## config.mk

```make
export PLATFORM = sky130hd
export DESIGN_NAME = dsrf_framer
export DESIGN_NICKNAME = d
export VERILOG_FILES = /design/src/dsrf_framer.v
export VERILOG_INCLUDE_DIRS = /design/src
export SDC_FILE = /design/constraint.sdc
export NUM_CORES = 1
export LEC_CHECK = 0
export CORE_ASPECT_RATIO = 0.7
export CORE_MARGIN = 5
export CORE_UTILIZATION = 50
export CTS_CLUSTER_SIZE = 25
export DETAILED_ROUTE_END_ITERATION = 10
export DONT_BUFFER_PORTS = 1
export HOLD_SLACK_MARGIN = 0.05
export SETUP_SLACK_MARGIN = 0.2
export SYNTH_ARGS = -nofsm -noshare
export SYNTH_HDL_FRONTEND = slang
export SYNTH_SLANG_ARGS = --single-unit
```

## constraint.sdc

```tcl
create_clock -name REF_CLK -period 7.5 [get_ports REF_CLK]
set_clock_uncertainty 0.2 [all_clocks]
set_input_delay 1.5 -clock REF_CLK [delete_from_list [all_inputs] [get_ports REF_CLK]]
set_output_delay 1.5 -clock REF_CLK [all_outputs]
set_load 0.02 [all_outputs]
```

## src/dsrf_map.vh

```
`ifndef DSRF_MAP_VH
`define DSRF_MAP_VH
// Frame control characters
`define DSRF_CH_STX 8'h02
`define DSRF_CH_ACK 8'h06
`define DSRF_CH_NAK 8'h15
`define DSRF_CH_CR 8'h0d
// Error codes, two hex digits each
`define DSRF_ERR_PARITY 8'h01
`define DSRF_ERR_CHECK 8'h02
`define DSRF_ERR_FRAMING 8'h03
`define DSRF_ERR_OVERRUN 8'h04
`define DSRF_ERR_PROTOCOL 8'h05
`define DSRF_ERR_ASCII 8'h06
`define DSRF_ERR_BUFOVF 8'h07
`define DSRF_ERR_TIMEOUT 8'h08
`define DSRF_ERR_CMD 8'h11
`define DSRF_ERR_EXECDIS 8'h13
`define DSRF_ERR_PARAM 8'h16
// Error class indexes on the error input vector
`define DSRF_EI_PARITY 0
`define DSRF_EI_CHECK 1
`define DSRF_EI_FRAMING 2
`define DSRF_EI_OVERRUN 3
`define DSRF_EI_PROTOCOL 4
`define DSRF_EI_ASCII 5
`define DSRF_EI_BUFOVF 6
`define DSRF_EI_TIMEOUT 7
`define DSRF_EI_CMD 8
`define DSRF_EI_EXECDIS 9
`define DSRF_EI_PARAM 10
`define DSRF_EI_W 11
// Speed selection values
`define DSRF_SPD_LOOPBACK 8'h02
`define DSRF_SPD_DEFAULT 8'h04
// Error action values
`define DSRF_ACT_TRIP 3'h0
`define DSRF_ACT_DECTRIP 3'h1
`define DSRF_ACT_IGNORE 3'h2
`define DSRF_ACT_COAST 3'h3
`define DSRF_ACT_DECEL 3'h4
// Timing: clock rate and units
`define DSRF_CLK_HZ 200000000
`define DSRF_TO_STEP_S_DIV 100
`define DSRF_WAIT_STEP_S_DIV 10000
`define DSRF_TO_MAX 14'h270f
`define DSRF_WAIT_MAX 14'h2710
// Register map
`define DSRF_A_CTRL 4'h0
`define DSRF_A_SPEED 4'h1
`define DSRF_A_ACTION 4'h2
`define DSRF_A_TIMEOUT 4'h3
`define DSRF_A_WAIT 4'h4
`define DSRF_A_STATUS 4'h5
`define DSRF_A_NODE 4'h6
// Control bit positions
`define DSRF_CTRL_TRIPCLR 0
`endif

```

## src/dsrf_framer.v

```verilog
`timescale 1ns/100ps
`include "dsrf_map.vh"

// Notes on behaviour
// - Ack frame: STX, node, ACK, check, CR
// - Ack check covers node and ACK
// - Nak frame: STX, node, NAK, error, check, CR
// - Nak check covers node, error, NAK
// - Parity 01, overrun 04, buffer 07
// - Check 02, framing 03, command 11, 08, 13
// - Protocol 05, ASCII 06, parameter 16
// - Broadcast executes but never replies
// - Check is running XOR of covered bytes
// - Node and codes sent as ASCII hex
// - Speed 02 runs loopback test once per reset, when written
// - Speed defaults to 04, normal operation
// - Timeout drops partial query, no reply
// - Timeout applies selected error action
// - Timeout armed at first communication only
// - Timeout limit 0.00 to 99.99 s
// - Extra reply wait 0.0 to 1000 ms
// - Reply only after a query
// - Silent interval 3.5 characters long
module dsrf_framer #(
	parameter TICK_10MS = 2000000,
	parameter TICK_100US = 20000,
	parameter SILENT_CYC = 16'h0100
) (
	input wire REF_CLK,
	input wire NRST,
	input wire CLK_EN,
	input wire [3:0] ADDR,
	input wire [15:0] WDATA,
	input wire WR,
	input wire RD,
	output reg [15:0] RDATA,
	input wire [7:0] NODE_ADDR,
	input wire QUERY_DONE,
	input wire QUERY_BCAST,
	input wire [`DSRF_EI_W-1:0] QUERY_ERR,
	input wire RX_ACTIVE,
	input wire RX_BYTE,
	output wire EXEC_CMD,
	output reg [7:0] TX_DATA,
	output reg TX_VALID,
	input wire TX_READY,
	output reg TX_BUSY,
	output wire LOOPBACK_MODE,
	output reg LOOPBACK_RUN,
	output reg COMM_TIMEOUT_TRIP,
	output reg STOP_COAST,
	output reg STOP_DECEL
);

	// ************************************************************
	// Reset release
	// ************************************************************
	reg rst_s1_q;
	reg rst_s2_q;
	wire rst_n;

	// Release reset through two flops
	always @(posedge REF_CLK or negedge NRST) begin
		if (!NRST) begin
			rst_s1_q <= 1'b0;
			rst_s2_q <= 1'b0;
		end else begin
			rst_s1_q <= 1'b1;
			rst_s2_q <= rst_s1_q;
		end
	end
	// Only the second flop feeds the design
	assign rst_n = rst_s2_q;

	// ************************************************************
	// Registers
	// ************************************************************
	// Configuration held across queries, set back to defaults only by reset
	reg [7:0] link_speed_select_q;
	reg [2:0] comm_error_action_q;
	reg [13:0] reception_timeout_limit_q;
	reg [13:0] response_wait_time_q;
	reg loop_done_q;
	reg armed_q;

	// Software writes; limits saturate at documented maxima
	always @(posedge REF_CLK or negedge rst_n) begin
		if (!rst_n) begin
			link_speed_select_q <= `DSRF_SPD_DEFAULT;
			comm_error_action_q <= `DSRF_ACT_TRIP;
			reception_timeout_limit_q <= 14'h0000;
			response_wait_time_q <= 14'h0000;
		end else if (CLK_EN && WR) begin
			case (ADDR)
			`DSRF_A_SPEED: link_speed_select_q <= WDATA[7:0];
			`DSRF_A_ACTION: comm_error_action_q <= WDATA[2:0];
			`DSRF_A_TIMEOUT: begin
				reception_timeout_limit_q <= (WDATA[13:0] > `DSRF_TO_MAX) ?
					`DSRF_TO_MAX : WDATA[13:0];
			end
			`DSRF_A_WAIT: begin
				response_wait_time_q <= (WDATA[13:0] > `DSRF_WAIT_MAX) ?
					`DSRF_WAIT_MAX : WDATA[13:0];
			end
			default: ;
			endcase
		end
	end

	// Read data one cycle after strobe; unmapped reads zero
	always @(posedge REF_CLK or negedge rst_n) begin
		if (!rst_n) begin
			RDATA <= 16'h0000;
		end else if (CLK_EN) begin
			if (RD) begin
				case (ADDR)
				`DSRF_A_SPEED: RDATA <= {8'h00, link_speed_select_q};
				`DSRF_A_ACTION: RDATA <= {13'h0, comm_error_action_q};
				`DSRF_A_TIMEOUT: RDATA <= {2'h0, reception_timeout_limit_q};
				`DSRF_A_WAIT: RDATA <= {2'h0, response_wait_time_q};
				`DSRF_A_STATUS: begin
					RDATA <= {9'h0, loop_done_q, armed_q, STOP_DECEL, STOP_COAST,
						COMM_TIMEOUT_TRIP, LOOPBACK_RUN, TX_BUSY};
				end
				`DSRF_A_NODE: RDATA <= {8'h00, NODE_ADDR};
				default: RDATA <= 16'h0000;
				endcase
			end else begin
				RDATA <= 16'h0000;
			end
		end
	end

	// ************************************************************
	// Loopback self-test
	// ************************************************************
	// Loopback replaces normal replies while selected
	assign LOOPBACK_MODE = (link_speed_select_q == `DSRF_SPD_LOOPBACK);

	// Run the test once after each reset while speed selects loopback
	always @(posedge REF_CLK or negedge rst_n) begin
		if (!rst_n) begin
			LOOPBACK_RUN <= 1'b0;
			loop_done_q <= 1'b0;
		end else if (CLK_EN) begin
			if (!loop_done_q && LOOPBACK_MODE) begin
				LOOPBACK_RUN <= 1'b1;
				if (RX_BYTE) begin
					loop_done_q <= 1'b1;
				end
			end else begin
				LOOPBACK_RUN <= 1'b0;
			end
		end
	end

	// ************************************************************
	// Reception timeout
	// ************************************************************
	// Prescaler makes 10 ms steps; counter holds elapsed steps
	reg [31:0] to_pre_q;
	reg [13:0] to_cnt_q;
	wire to_hit;

	// Limit zero disables the timeout; count restarts after each hit
	assign to_hit = armed_q && RX_ACTIVE && (reception_timeout_limit_q != 14'h0000) &&
		(to_cnt_q >= reception_timeout_limit_q);

	// Arm at first received byte; count only while a query is in progress
	always @(posedge REF_CLK or negedge rst_n) begin
		if (!rst_n) begin
			armed_q <= 1'b0;
			to_pre_q <= 32'h00000000;
			to_cnt_q <= 14'h0000;
		end else if (CLK_EN) begin
			if (RX_BYTE) begin
				armed_q <= 1'b1;
			end
			if (!RX_ACTIVE || RX_BYTE || to_hit) begin
				to_pre_q <= 32'h00000000;
				to_cnt_q <= 14'h0000;
			end else if (armed_q) begin
				if (to_pre_q == TICK_10MS - 1) begin
					to_pre_q <= 32'h00000000;
					to_cnt_q <= to_cnt_q + 14'h0001;
				end else begin
					to_pre_q <= to_pre_q + 32'h00000001;
				end
			end
		end
	end

	// Error action after a timeout; trip held until software clears it
	always @(posedge REF_CLK or negedge rst_n) begin
		if (!rst_n) begin
			COMM_TIMEOUT_TRIP <= 1'b0;
			STOP_COAST <= 1'b0;
			STOP_DECEL <= 1'b0;
		end else if (CLK_EN) begin
			if (to_hit) begin
				case (comm_error_action_q)
				`DSRF_ACT_TRIP: COMM_TIMEOUT_TRIP <= 1'b1;
				`DSRF_ACT_DECTRIP: begin
					STOP_DECEL <= 1'b1;
					COMM_TIMEOUT_TRIP <= 1'b1;
				end
				`DSRF_ACT_COAST: STOP_COAST <= 1'b1;
				`DSRF_ACT_DECEL: STOP_DECEL <= 1'b1;
				default: ;
				endcase
			// A new timeout in the same cycle wins over the clear
			end else if (WR && ADDR == `DSRF_A_CTRL && WDATA[`DSRF_CTRL_TRIPCLR]) begin
				COMM_TIMEOUT_TRIP <= 1'b0;
				STOP_COAST <= 1'b0;
				STOP_DECEL <= 1'b0;
			end
		end
	end

	// ************************************************************
	// Reply framing
	// ************************************************************
	// Sequencer states
	localparam ST_IDLE = 2'h0;
	localparam ST_WAIT = 2'h1;
	localparam ST_SEND = 2'h2;

	// Frame snapshot taken when a query is accepted, so inputs may move on
	reg [1:0] state_q;
	reg [31:0] wait_cnt_q;
	reg [3:0] idx_q;
	reg nak_q;
	reg [7:0] err_q;
	reg [7:0] node_q;
	reg [7:0] block_check_code_q;
	reg [7:0] err_code;
	reg [7:0] cur_byte;
	reg [3:0] last_idx;
	reg covered;
	integer i;

	// Lowest class index wins when several are flagged
	always @* begin
		err_code = 8'h00;
		// Scan from the top so the lowest flagged class is written last
		for (i = `DSRF_EI_W - 1; i >= 0; i = i - 1) begin
			if (QUERY_ERR[i]) begin
				case (i)
				`DSRF_EI_PARITY: err_code = `DSRF_ERR_PARITY;
				`DSRF_EI_OVERRUN: err_code = `DSRF_ERR_OVERRUN;
				`DSRF_EI_BUFOVF: err_code = `DSRF_ERR_BUFOVF;
				`DSRF_EI_CHECK: err_code = `DSRF_ERR_CHECK;
				`DSRF_EI_FRAMING: err_code = `DSRF_ERR_FRAMING;
				`DSRF_EI_CMD: err_code = `DSRF_ERR_CMD;
				`DSRF_EI_TIMEOUT: err_code = `DSRF_ERR_TIMEOUT;
				`DSRF_EI_EXECDIS: err_code = `DSRF_ERR_EXECDIS;
				`DSRF_EI_PROTOCOL: err_code = `DSRF_ERR_PROTOCOL;
				`DSRF_EI_ASCII: err_code = `DSRF_ERR_ASCII;
				default: err_code = `DSRF_ERR_PARAM;
				endcase
			end
		end
	end

	// Hex nibble to ASCII character
	function [7:0] hex_ascii;
		input [3:0] n;
		begin
			hex_ascii = (n < 4'ha) ? {4'h3, n} : (8'h37 + {4'h0, n});
		end
	endfunction

	// Byte sequence of the frame being sent, high character first
	always @* begin
		last_idx = nak_q ? 4'h8 : 4'h6;
		covered = 1'b0;
		case (idx_q)
		4'h0: cur_byte = `DSRF_CH_STX;
		4'h1: begin
			cur_byte = hex_ascii(node_q[7:4]);
			covered = 1'b1;
		end
		4'h2: begin
			cur_byte = hex_ascii(node_q[3:0]);
			covered = 1'b1;
		end
		4'h3: begin
			cur_byte = nak_q ? `DSRF_CH_NAK : `DSRF_CH_ACK;
			covered = 1'b1;
		end
		4'h4: begin
			cur_byte = nak_q ? hex_ascii(err_q[7:4]) : hex_ascii(block_check_code_q[7:4]);
			covered = nak_q;
		end
		4'h5: begin
			cur_byte = nak_q ? hex_ascii(err_q[3:0]) : hex_ascii(block_check_code_q[3:0]);
			covered = nak_q;
		end
		4'h6: cur_byte = nak_q ? hex_ascii(block_check_code_q[7:4]) : `DSRF_CH_CR;
		4'h7: cur_byte = hex_ascii(block_check_code_q[3:0]);
		default: cur_byte = `DSRF_CH_CR;
		endcase
	end

	// Execute error-free queries, broadcasts too; a timed-out query is dropped
	assign EXEC_CMD = CLK_EN && QUERY_DONE && (QUERY_ERR == {`DSRF_EI_W{1'b0}}) &&
		(state_q == ST_IDLE) && !LOOPBACK_MODE && !to_hit;

	// Reply sequencer: start only from a finished query, then wait, then send
	always @(posedge REF_CLK or negedge rst_n) begin
		if (!rst_n) begin
			state_q <= ST_IDLE;
			wait_cnt_q <= 32'h00000000;
			idx_q <= 4'h0;
			nak_q <= 1'b0;
			err_q <= 8'h00;
			node_q <= 8'h00;
			block_check_code_q <= 8'h00;
			TX_DATA <= 8'h00;
			TX_VALID <= 1'b0;
			TX_BUSY <= 1'b0;
		end else if (CLK_EN) begin
			case (state_q)
			ST_IDLE: begin
				TX_VALID <= 1'b0;
				TX_BUSY <= 1'b0;
				if (QUERY_DONE && !QUERY_BCAST && !LOOPBACK_MODE && !to_hit) begin
					state_q <= ST_WAIT;
					TX_BUSY <= 1'b1;
					nak_q <= (QUERY_ERR != {`DSRF_EI_W{1'b0}});
					err_q <= err_code;
					node_q <= NODE_ADDR;
					block_check_code_q <= 8'h00;
					wait_cnt_q <= SILENT_CYC + response_wait_time_q * TICK_100US;
					idx_q <= 4'h0;
				end
			end
			ST_WAIT: begin
				// Silent gap plus the programmed wait before the first byte
				if (wait_cnt_q == 32'h00000000) begin
					state_q <= ST_SEND;
				end else begin
					wait_cnt_q <= wait_cnt_q - 32'h00000001;
				end
			end
			ST_SEND: begin
				if (!TX_VALID || TX_READY) begin
					// Last byte taken: drop valid; busy falls on the next idle cycle
					if (TX_VALID && idx_q == last_idx + 4'h1) begin
						TX_VALID <= 1'b0;
						state_q <= ST_IDLE;
					end else if (idx_q <= last_idx) begin
						TX_DATA <= cur_byte;
						TX_VALID <= 1'b1;
						if (covered) begin
							block_check_code_q <= block_check_code_q ^ cur_byte;
						end
						idx_q <= idx_q + 4'h1;
					end else begin
						TX_VALID <= 1'b0;
						state_q <= ST_IDLE;
					end
				end
			end
			default: state_q <= ST_IDLE;
			endcase
		end
	end

endmodule

```

==> impl_metrics.toml <==
[clock_tree]
cts.sinks = 175
clockBufferDepth = 2
clk_pin_slew_worst_paths_ns = 0.07
postCtsResizedCells = 0
hold_buffers = 0
htreeDepth = 4
clk_latency_ns = 0.44
cts_tree = "yes"
post_cts_buffers = 0
cts_root_buf = "clkbuf_16"
cts_buffers = 17

[floorplanning]
start_util_pct = 50.8
core-area_um2 = 24700
die-area_um2 = 28400
floorplan.io_pins = 81
dieWidth_um = 199
die_height_um = 142
fp-row-count = 48

[place]
portBuffers = 0
dp_hpwl_um = 25100
place_congestion = 0.910

[logic_synthesis]
avgSynthCellArea_um2 = 8.67
synthArstFlopShare_pct = 100
synth_edf_count = 0
yosys_warnings = 0
ys_types = 84
netlist_area_um2 = 12500
synth_flop_cell = "dfrtp_1"
ys_seq_elements = 175
syn_inst = 1445
ys_seq_area_share_pct = 35.0

[worst_hold_path]
hp-class = "reg2reg"

[global_routing]
grt.total_usage_pct = 23.6
grt_max_degree = 63
grt-ovfl-total = 0
antenna_found_initial = 0
grt_pass1_vias = 9625
grt_pass1_wl_um = 53600

[sta]
maxSlewHeadroom_pct = 28.0
setup_violations = 0
post-route-min-period_ns = 6.12
hold_viol = 0
slew_viol_final = 0
tightest_slew_ns = 1.08
min_period_over_period_pct = 81.6
tns_ns = 0
rsz0062_at_grt = "false"
fmax_mhz = 163

[final_layout]
areaGrowthSynthToFinish_pct = 6.81
drive_gt1_share_pct = 6.14
antennaDiodeCount = 0
mostFrequentLayoutCells = "dfrtp_1, nor2_1, inv_1, nand2_1, o21ai_0"
final_nets = 1591
layout_commonest_cell = "dfrtp_1"

[drt]
antenna_left = 0
dr.pass1.iters = 5
wire_per_inst_um = 18.8
routed_wl_um = 33100
viasPerCell = 5.88
drc = 0
vias = 10300
drtIter0Drc = 736

[run_status]
status = "completed"

[job]
drv_cap = 0

[critical_path]
critPathArrivalTime_ns = 6.21
cp-start-kind = "flip-flop"
path_max_fanout = 7
crit_type = "reg2reg"
cp-end-kind = "flip-flop"
required_ns = 7.59
## metrics by stage
step,area (um^2),setup WS [ns],instances,hold WS (ns),util (%)
final,13400,1.38,1758,0.155,54.2
after detailed placement,12800,1.42,1726,0.141,51.9
after global routing,13400,1.11,1758,0.172,54.2
after global placement,12800,1.48,1726,0.136,51.9
after CTS,13400,1.42,1758,0.159,54.2
after floorplan,12500,1.94,1447,0.131,-
## cell usage after synthesis, drive strengths merged, types with 5 or more instances
cell type	instances	area share (%)
dfrtp	174	35
nor2	137	4.2
inv	135	4.0
nand2	134	4.0
o21ai	105	4.2
ha	93	9.3
a21oi	86	3.5
nor3	48	2.0
nand3	47	1.9
clkbuf	43	1.3
xnor2	41	2.9
xor2	41	2.9
nand4	32	1.6
fa	29	4.6
a22oi	21	1.3
nor4	20	1.1
or3	18	0.95
nor2b	17	0.85
mux2	16	1.5
and3	15	0.75
nand2b	15	0.75
buf	14	0.64
o2bb2ai	13	0.96
a22o	8	0.56
and2	8	0.40
o22ai	8	0.40
a211oi	7	0.54
a21o	7	0.42
a31oi	7	0.47
and4	7	0.49
o21a	7	0.43
o31ai	7	0.42
a211o	6	0.42
o211ai	6	0.36
nor4b	5	0.40
or2	5	0.25
## path summary, 6_finish.rpt
kind	startpoint	to	slack (ns)	cells after the start
max	response_wait_time_q[4]	wait_cnt_q[27]	1.38	20
min	rst_s1_q	rst_n	0.16	0
max reg2reg	response_wait_time_q[4]	wait_cnt_q[27]	1.38	20
min reg2reg	rst_s1_q	rst_n	0.16	0
max in group asynchronous	rst_n	wait_cnt_q[6]	5.60	1
min in group asynchronous	rst_n	to_pre_q[9]	0.19	0
## registers in the layout, summed over array words and instances, names as in the netlist, 2 cells and up
| signal | cells |
|---|---|
| RDATA | 14 |
| link_speed_select_q | 8 |
| node_q | 8 |
| to_pre_q | 32 |
| state_q | 2 |
| err_q | 5 |
| block_check_code_q | 7 |
| to_cnt_q | 14 |
| response_wait_time_q | 14 |
| idx_q | 4 |
| TX_DATA | 7 |
| reception_timeout_limit_q | 14 |
| comm_error_action_q | 3 |
| wait_cnt_q | 32 |
## worst max-delay path, cell delays in order (launching register included)
cell and delay (ns):
dfrtp_1 0.46, inv_1 0.17, fa_1 0.55, inv_1 0.04, ha_1 0.26, inv_1 0.05, fa_1 0.53, inv_1 0.04
ha_1 0.26, inv_1 0.05, fa_1 0.49, inv_1 0.04, ha_1 0.39, a21o_1 0.23, a211o_1 0.30, o211ai_1 0.30
a21oi_1 0.16, a311oi_1 0.70, nand3_1 0.25, xor2_1 0.32, o221ai_1 0.17
## metal layers
layer,track usage [%],share of wire [%],up-vias
met3,6.96,8.2,11
met2,31.9,40,278
met1,37.9,51,5023
li1,-,-,5032
met4,3.35,0.48,0
met5,0,0,-
## layout make-up
cell class,instances,area (um^2)
Clock inverter,14,156
Fill cell,2269,11300
Clock buffer,18,429
Inverter,135,507
Multi-Input combinational cell,1080,7420
Sequential cell,175,4380
Tap cell,325,407
Timing Repair Buffer,11,82.6
## kinds of logic (layout without fill, tap and decap cells)
logic type	after synthesis	in the layout	synth area share, %
AOI/OAI and AO/OA	327	327	16.7
xor gates and xnor gates	82	82	5.73
adders and majority gates	122	122	13.9
buffers and inverters	192	178	5.97
DFF	175	175	35.0
muxes	20	20	1.79
other	2	4	0.0599
and+or+nand+nor	525	525	20.8
Power is left out: the tool's default activity adds up to more than one toggle a clock period on the data nets, which glitch-free logic cannot reach.
